[src/core/rtp_oam_regs.svh]
// Purpose: constants for the rtp header / oam framer
// Assumes: 32-bit words, msb first on the wire
// Notes: no software registers; configuration arrives on ports
// How it works
// - rtp version field always two
// - padding, extension, marker, csrc count zero
// - same payload type allowed everywhere
// - rtp sequence copies control word sequence
// - absolute mode timestamps follow tdm clock
// - absolute mode adds one per 125us
// - common clock mode uses network reference
// - aal1, hdlc, raw and oam payloads supported
// - vccv oam reuses data bundle identifier
// - leading nibble 0001 marks vccv oam
// - vccv oam diverted before control word use
// - vccv oam psn layers match data
// - vccv format id and reserved zero
// - vccv channel type is configured constant
// - udp oam bundle id must be in lookup
// - udp oam swaps bundle id only
// - message type zero query, eight reply
// - oam sequence advances on query, echoed on reply
// - oam l, r, m copied from bundle
// - oam timestamps 100us or 1us, when enabled
`ifndef RTP_OAM_REGS_SVH
`define RTP_OAM_REGS_SVH
`define RTP_VERSION 2'h2
`define VCCV_NIBBLE 4'h1
`define UDP_OAM_NIBBLE 4'h0
`define MSG_QUERY 8'h00
`define MSG_REPLY 8'h08
`define TDM_FRAME_NS 125000
`define TS_COARSE_NS 100000
`define TS_FINE_NS 1000
`define CLK_NS 10
`define OAM_LOOKUP_DEPTH 8
`define CHANNEL_TYPE_DEFAULT 16'h0000
`define HDR_WORDS 3
`endif

[src/core/rtp_oam_pkg.sv]
// Purpose: types shared by the framer modules
// Assumes: nothing
// Notes: constants live in rtp_oam_regs.svh
package rtp_oam_pkg;
    typedef enum logic [3:0] {
        PL_AAL1 = 4'b0001,
        PL_HDLC = 4'b0010,
        PL_RAW = 4'b0100,
        PL_OAM = 4'b1000
    } payload_t;
    typedef enum logic [2:0] {
        OAM_NONE = 3'b001,
        OAM_VCCV = 3'b010,
        OAM_UDP = 3'b100
    } oam_kind_t;
    typedef enum logic [3:0] {
        TX_IDLE = 4'b0001,
        TX_W0 = 4'b0010,
        TX_W1 = 4'b0100,
        TX_W2 = 4'b1000
    } tx_state_t;
endpackage

[src/core/ts_if.sv]
// Purpose: timestamp tick bundle between counter and framer
// Assumes: single clock
// Notes: none
`timescale 1ns/1ns
interface ts_if;
    logic [31:0] rtpTs;
    logic [31:0] oamTs;
    modport src (output rtpTs, output oamTs);
    modport dst (input rtpTs, input oamTs);
endinterface

[src/core/rtp_oam_header_framer.sv]
// Purpose: rtp header builder, oam word builder, receive oam classifier
// Assumes: tx request holds fields stable until txDone; rx header word given per packet
// Notes: ticks from other clocks pass two flops here before use
`timescale 1ns/1ns
`include "rtp_oam_regs.svh"
module rtp_oam_header_framer (
    input wire logic clk,
    input wire logic rstn,
    input wire logic tdmTickPin,
    input wire logic refTickPin,
    input wire logic absMode,
    input wire logic tsFine,
    input wire logic delayMeasEn,
    input wire logic [6:0] payloadType,
    input wire logic [31:0] ssrc,
    input wire logic [15:0] channelType,
    input wire logic txReq,
    input wire logic [3:0] txPayload,
    input wire logic [2:0] txOamKind,
    input wire logic [15:0] cwSeq,
    input wire logic [15:0] bundleId,
    input wire logic [15:0] oamBundleId,
    input wire logic txReply,
    input wire logic [15:0] rxOamSeq,
    input wire logic locFail,
    input wire logic remFail,
    input wire logic [1:0] defectMod,
    input wire logic [7:0] oamLength,
    input wire logic [7:0] oamCode,
    input wire logic lookupWe,
    input wire logic [2:0] lookupIdx,
    input wire logic [15:0] lookupId,
    input wire logic rxValid,
    input wire logic [15:0] rxBundleId,
    input wire logic [31:0] rxFirstWord,
    output logic txValid,
    output logic [31:0] txWord,
    output logic txDone,
    output logic [15:0] txBundle,
    output logic txTsValid,
    output logic [31:0] txOamTs,
    output logic rxOut,
    output logic rxToOam,
    output logic rxToTdm,
    output logic rxIsVccv
);
    logic [1:0] tdmSync_r;
    logic [1:0] refSync_r;
    logic tdmPrev_r;
    logic refPrev_r;
    logic tdmTick;
    logic refTick;
    ts_if ts ();
    rtp_oam_pkg::tx_state_t state_r;
    logic [15:0] oamSeq_r;
    logic [15:0] lookup_r [`OAM_LOOKUP_DEPTH];

    // two-flop synchronisers; edges detected on the second stage only
    always_ff @(posedge clk or negedge rstn) begin
        if (!rstn) begin
            tdmSync_r <= 2'h0;
            refSync_r <= 2'h0;
            tdmPrev_r <= 1'b0;
            refPrev_r <= 1'b0;
        end else begin
            tdmSync_r <= {tdmSync_r[0], tdmTickPin};
            refSync_r <= {refSync_r[0], refTickPin};
            tdmPrev_r <= tdmSync_r[1];
            refPrev_r <= refSync_r[1];
        end
    end
    assign tdmTick = tdmSync_r[1] & ~tdmPrev_r;
    assign refTick = refSync_r[1] & ~refPrev_r;

    ts_counter tsCnt (
        .clk(clk),
        .rstn(rstn),
        .absMode(absMode),
        .tdmFrameTick(tdmTick),
        .refTick(refTick),
        .tsFine(tsFine),
        .ts(ts)
    );

    function automatic logic inLookup(input logic [15:0] id);
        logic hit;
        hit = 1'b0;
        for (int i = 0; i < `OAM_LOOKUP_DEPTH; i++) begin
            if (lookup_r[i] == id) begin
                hit = 1'b1;
            end
        end
        return hit;
    endfunction

    // oam bundle identifier lookup, written from configuration port
    always_ff @(posedge clk or negedge rstn) begin
        if (!rstn) begin
            for (int i = 0; i < `OAM_LOOKUP_DEPTH; i++) begin
                lookup_r[i] <= 16'hffff;
            end
        end else if (lookupWe) begin
            lookup_r[lookupIdx] <= lookupId;
        end
    end

    logic isOam;
    logic isVccv;
    logic isUdp;
    assign isOam = txPayload == rtp_oam_pkg::PL_OAM;
    assign isVccv = isOam && txOamKind == rtp_oam_pkg::OAM_VCCV;
    assign isUdp = isOam && txOamKind == rtp_oam_pkg::OAM_UDP;

    logic [31:0] rtpW0;
    logic [31:0] oamW0;
    logic [31:0] oamW1;
    logic [31:0] w0;
    logic [31:0] w1;
    logic [31:0] w2;
    logic [15:0] seqOut;
    logic [7:0] msgType;
    logic [1:0] lastIdx;
    // version 2, p/x/cc/m zero, shared payload type accepted as given
    assign rtpW0 = {`RTP_VERSION, 1'b0, 1'b0, 4'h0, 1'b0, payloadType, cwSeq};
    assign seqOut = txReply ? rxOamSeq : oamSeq_r;
    assign msgType = txReply ? `MSG_REPLY : `MSG_QUERY;
    // vccv: nibble 0001, fmtid and res zero, channel type configured
    // udp: nibble 0000, l r m copied from the bundle
    always_comb begin
        if (isVccv) begin
            oamW0 = {`VCCV_NIBBLE, 4'h0, 8'h00, channelType};
            oamW1 = {msgType, oamCode, seqOut};
        end else begin
            // length field is six bits; upper bits of oamLength are not carried
            oamW0 = {`UDP_OAM_NIBBLE, locFail, remFail, defectMod, 2'h0, oamLength[5:0], seqOut};
            oamW1 = {msgType, oamCode, 16'h0000};
        end
    end
    always_comb begin
        if (isOam) begin
            w0 = oamW0;
            w1 = oamW1;
            w2 = isUdp ? {oamBundleId, bundleId} : 32'h0;
            lastIdx = isUdp ? 2'h2 : 2'h1;
        end else begin
            w0 = rtpW0;
            w1 = ts.rtpTs;
            w2 = ssrc;
            lastIdx = 2'h2;
        end
    end

    // tx word sequencer, one word per cycle
    always_ff @(posedge clk or negedge rstn) begin
        if (!rstn) begin
            state_r <= rtp_oam_pkg::TX_IDLE;
            txValid <= 1'b0;
            txWord <= 32'h0;
            txDone <= 1'b0;
        end else begin
            txDone <= 1'b0;
            case (state_r)
                rtp_oam_pkg::TX_IDLE: begin
                    txValid <= 1'b0;
                    if (txReq) begin
                        state_r <= rtp_oam_pkg::TX_W0;
                    end
                end
                rtp_oam_pkg::TX_W0: begin
                    txValid <= 1'b1;
                    txWord <= w0;
                    state_r <= rtp_oam_pkg::TX_W1;
                end
                rtp_oam_pkg::TX_W1: begin
                    txWord <= w1;
                    if (lastIdx == 2'h1) begin
                        txDone <= 1'b1;
                        state_r <= rtp_oam_pkg::TX_IDLE;
                    end else begin
                        state_r <= rtp_oam_pkg::TX_W2;
                    end
                end
                rtp_oam_pkg::TX_W2: begin
                    txWord <= w2;
                    txDone <= 1'b1;
                    state_r <= rtp_oam_pkg::TX_IDLE;
                end
                default: begin
                    state_r <= rtp_oam_pkg::TX_IDLE;
                    txValid <= 1'b0;
                end
            endcase
        end
    end

    // psn layers: same bundle for data and vccv, oam id swapped in for udp
    always_ff @(posedge clk or negedge rstn) begin
        if (!rstn) begin
            txBundle <= 16'h0;
            txTsValid <= 1'b0;
            txOamTs <= 32'h0;
        end else if (txReq && state_r == rtp_oam_pkg::TX_IDLE) begin
            txBundle <= isUdp ? oamBundleId : bundleId;
            txTsValid <= isOam && delayMeasEn;
            txOamTs <= (isOam && delayMeasEn) ? ts.oamTs : 32'h0;
        end
    end

    // query sequence only moves when a query request is accepted, before its words go out
    always_ff @(posedge clk or negedge rstn) begin
        if (!rstn) begin
            oamSeq_r <= 16'h0;
        end else if (txReq && state_r == rtp_oam_pkg::TX_IDLE && isOam && !txReply) begin
            oamSeq_r <= oamSeq_r + 16'h1;
        end
    end

    // receive classification; checked before any control word decode
    logic rxVccv;
    logic rxUdp;
    assign rxVccv = rxFirstWord[31:28] == `VCCV_NIBBLE;
    assign rxUdp = inLookup(rxBundleId);
    always_ff @(posedge clk or negedge rstn) begin
        if (!rstn) begin
            rxOut <= 1'b0;
            rxToOam <= 1'b0;
            rxToTdm <= 1'b0;
            rxIsVccv <= 1'b0;
        end else begin
            rxOut <= rxValid;
            rxToOam <= rxValid && (rxVccv || rxUdp);
            rxToTdm <= rxValid && !(rxVccv || rxUdp);
            rxIsVccv <= rxValid && rxVccv && !rxUdp;
        end
    end
endmodule

[src/core/ts_counter.sv]
// Purpose: rtp and oam timestamp counters
// Assumes: tdm and reference ticks already synchronised, one-cycle pulses
// Notes: oam resolution via prescaler of the core clock
`timescale 1ns/1ns
`include "rtp_oam_regs.svh"
module ts_counter (
    input wire logic clk,
    input wire logic rstn,
    input wire logic absMode,
    input wire logic tdmFrameTick,
    input wire logic refTick,
    input wire logic tsFine,
    ts_if.src ts
);
    localparam int COARSE_CYC = `TS_COARSE_NS / `CLK_NS;
    localparam int FINE_CYC = `TS_FINE_NS / `CLK_NS;
    logic [31:0] rtpTs_r;
    logic [31:0] oamTs_r;
    logic [13:0] pre_r;
    logic preDone;
    assign preDone = tsFine ? (pre_r >= 14'(FINE_CYC - 1)) : (pre_r >= 14'(COARSE_CYC - 1));
    // one step per 125us frame of the tdm clock, or per reference tick
    always_ff @(posedge clk or negedge rstn) begin
        if (!rstn) begin
            rtpTs_r <= 32'h0;
        end else if (absMode ? tdmFrameTick : refTick) begin
            rtpTs_r <= rtpTs_r + 32'h1;
        end
    end
    always_ff @(posedge clk or negedge rstn) begin
        if (!rstn) begin
            pre_r <= 14'h0;
            oamTs_r <= 32'h0;
        end else if (preDone) begin
            pre_r <= 14'h0;
            oamTs_r <= oamTs_r + 32'h1;
        end else begin
            pre_r <= pre_r + 14'h1;
        end
    end
    assign ts.rtpTs = rtpTs_r;
    assign ts.oamTs = oamTs_r;
endmodule

[config.mk]
export PLATFORM = sky130hd
export DESIGN_NAME = rtp_oam_header_framer
export DESIGN_NICKNAME = d
export VERILOG_FILES = /design/src/core/rtp_oam_pkg.sv /design/src/core/ts_if.sv /design/src/core/rtp_oam_header_framer.sv /design/src/core/ts_counter.sv
export VERILOG_INCLUDE_DIRS = /design/src /design/src/core
export SDC_FILE = /design/constraint.sdc
export NUM_CORES = 1
export LEC_CHECK = 0
export CAP_MARGIN = 10
export CORE_MARGIN = 2
export CORE_UTILIZATION = 35
export CTS_CLUSTER_DIAMETER = 120
export DETAILED_ROUTE_END_ITERATION = 10
export DONT_BUFFER_PORTS = 1
export GPL_ROUTABILITY_DRIVEN = 0
export PLACE_DENSITY_LB_ADDON = 0.05
export SYNTH_ARGS = -nofsm -noshare
export SYNTH_HDL_FRONTEND = slang
export SYNTH_SLANG_ARGS = --single-unit
[constraint.sdc]
create_clock -name clk -period 2.1 [get_ports clk]
set_clock_uncertainty 0.05 [all_clocks]
set_input_delay 0.42 -clock clk [delete_from_list [all_inputs] [get_ports clk]]
set_output_delay 0.42 -clock clk [all_outputs]
set_load 0.02 [all_outputs]
==> flow_summary.json <==
{
  "status": "finished, violations left",
  "violations": "hold timing",
  "max_slew_margin_pct": 28.1,
  "wl_met1_mm": 20.7,
  "hold_violations": 193,
  "cp.required_ps": 2470,
  "final_util_pct": 42.7,
  "numCtsBuffers": 40,
  "top_layer": "met4",
  "crit_path_start": "state_r[3]",
  "synth_area_um2": 15500,
  "cts.sinks": 319,
  "critPathSlowestCell": "dfrtp_2",
  "die_w_um": 215,
  "period_minus_slack_ps": 2090,
  "cts_hold_buf": 34,
  "grt_pass1_wl_mm": 72.2,
  "core_um2": 44000,
  "route.antenna.remaining_nets": 0,
  "reg2reg_depth": 8,
  "maxCapViolations": 0,
  "dpl-instance-area_um2": 16800,
  "p_seq_share_pct": 48.3,
  "syn_nets": 1564,
  "critPathLaunchType": "register",
  "rsz0062_at_grt": "yes",
  "cpPeakStageDelay_ps": 450,
  "drc": 0,
  "ys_seq_elements": 319,
  "power_density_nw_per_um2": 1010,
  "timing.rr.end": "txWord[11]",
  "drv_slew": 0,
  "cp.arrival_ps": 2460,
  "track_usage_pct": 20.7,
  "min_period_over_period_pct": 99.5,
  "yosys.area.top_type": "dfrtp_1",
  "irDropWorstVdd_mv": 0.493,
  "power_mw": 19.0,
  "fmax_mhz": 478,
  "ys_top_cells_by_count": "dfrtp_1 (190), xnor2_1 (162), mux2_2 (131), dfstp_2 (129), nand2_1 (90)",
  "synthArstFlopShare_pct": 100,
  "clock_latency_ps": 550,
  "ios": 311,
  "clock_power_share_pct": 36.6,
  "ys_seq_area_share_pct": 52.5,
  "dr_wl_met3_mm": 2.94,
  "start_util_pct": 35.2,
  "synth_edf_count": 0,
  "yosysMostFrequentCell": "dfrtp_1",
  "post-dp-hpwl_mm": 34.1,
  "port_buffers": 0,
  "cts_root_buffer": "clkbuf_16",
  "power.leakage_nw": 7.71,
  "r2r_start": "state_r[3]",
  "crit_chain": "nor4b_4 > buf_4 > nor3_4 > buf_12 > nand2_1 > o21ai_1 > a2111oi_2 > o21ai_1",
  "cp_max_fo": 14,
  "dieArea_um2": 46000,
  "p_sw_mw": 5.56,
  "drt_first_pass_iters": 5,
  "grt_max_degree": 320,
  "layout-drive-gt1-share_pct": 32.6,
  "fin_nets": 1663,
  "critPathCapture": "txWord[11]",
  "syn_avg_cell_area_um2": 11.6,
  "die_h_um": 215,
  "wl_per_cell_um": 23.4,
  "clkTransAtPathRegs_ps": 60,
  "area_delta_synth_final_pct": 21.1,
  "drt-initial-drc-count": 583,
  "cts_max_level": 2,
  "dp_slack_ps": -447,
  "synth_area_leaders": "dfrtp_1 (31%), dfstp_2 (22%), mux2_2 (9.5%)",
  "fin_ws_ps": 9.63,
  "worstMarginPinSlew_ps": 1080,
  "clockBufferDepth": 3,
  "p_sw_share_pct": 29.3,
  "grt_pass1_vias": 11200,
  "synth_top_cell_area_share_pct": 30.6,
  "vias_per_cell": 5.20,
  "comb_power_share_pct": 15.1,
  "vias": 10700,
  "yosysWarnings": 0,
  "min_path_type": "in -> async",
  "hold_ws_ps": -478,
  "r2r_slack_ps": 10,
  "cts_tree": "built",
  "antenna_found_initial": 4,
  "synth_cell_types": 64,
  "syn_inst": 1336,
  "routed_wirelength_mm": 48.3,
  "wl_met2_mm": 23.4,
  "num_rows": 77,
  "crit_top_cell": "o21ai_1",
  "synth_ff_type": "dfrtp_1",
  "power.internal_mw": 13.4,
  "overflow": 0,
  "setup_violations": 0,
  "critPathKind": "reg -> reg",
  "cp-end-kind": "register",
  "final_cell_area_um2": 18800
}
timing repair:
item,in CTS,in global routing
hold endpoints to repair,461,319
gates resized for setup,24,40
cloned,1,2
endpoints found under the setup margin,69,68
pin swaps,6,24
buffers inserted,3,7
registers in the layout (all words and copies together), names as in the netlist, 2 cells and up:
signal	count
tsCnt.ts.oamTs	32
txWord	32
tsCnt.ts.rtpTs	32
tsCnt.pre_r	14
state_r	4
lookup_r	128
oamSeq_r	16
tdmSync_r	2
refSync_r	2
txOamTs	32
txBundle	16
cell usage in the layout (no fill, tap or decap), drive strengths merged, types with 18 or more instances in the layout:
cell           n
mux2         131
xor2          54
mux2i         33
and3          24
nand4         45
o21ai         65
dfstp        129
nor2          72
nand2         93
nor4          18
nand3         41
buf          101
dfrtp        190
xnor2        162
clkbuf        64
a22oi         38
a22o          35
dlygate4sd3   34
power by group through the flow:
stage | combinational (mW) | sequential [mW] | clock, mW
after global placement | 2.66 | 9.25 | 0
after global routing | 3.21 | 9.31 | 7.46
after detailed placement | 2.72 | 9.25 | 0
after CTS | 2.88 | 9.17 | 7.20
after floorplan | 2.14 | 8.87 | 0
final | 2.87 | 9.15 | 6.94
layout make-up:
class                      count  area, um2
antenna                        6       15.0
clock buffer                  63       1180
clock inverter                10        134
fill                        4210      25200
inverter                       7       26.3
multi-input combinational    931       7230
sequential                   319       8150
tap                          592        741
timing repair buffer         136       1320
logic make-up after synthesis:
family | after synthesis | synth area share, %
AO/OA/AOI/OAI | 206 | 9.26
buffers and inverters | 87 | 2.44
multiplexers | 164 | 11.6
XOR/XNOR | 216 | 12.2
adder cells (fa/ha/maj) | 4 | 0.323
AND/OR/NAND/NOR | 340 | 11.7
flip-flops | 319 | 52.5
per-stage QoR:
stage	instances	setup TNS, ps
final	2064	0
after CTS	2049	0
after detailed placement	1938	-8590
after global placement	1938	-7510
after floorplan	1336	-11.3
after global routing	2064	-416
worst max-delay path: cells and delay by family, from the launching register on:
family | cells | cell delay [ps]
buffers and inverters | 2 | 350
DFF | 1 | 450
AOI/OAI and AO/OA | 3 | 620
and+or+nand+nor | 3 | 470
routing by layer:
layer,vias to the layer above,global-route usage (%)
met4,0,6.90
met3,64,5.35
li1,4994,-
met2,311,34.6
met5,-,0
met1,5368,26.2
worst min-delay path by stage:
stage          startpoint                  to  slack [ps]
2_1_floorplan        rstn         oamSeq_r[0]          70
3_3_place_gp         rstn     tsCnt.pre_r[13]         100
3_5_place_dp         rstn     tsCnt.pre_r[12]         100
4_1_cts              rstn     tsCnt.pre_r[12]        -510
5_1_grt              rstn  tsCnt.ts.oamTs[12]        -520
6_report             rstn     tsCnt.pre_r[12]        -480
Power figures use the tool's default switching activity.
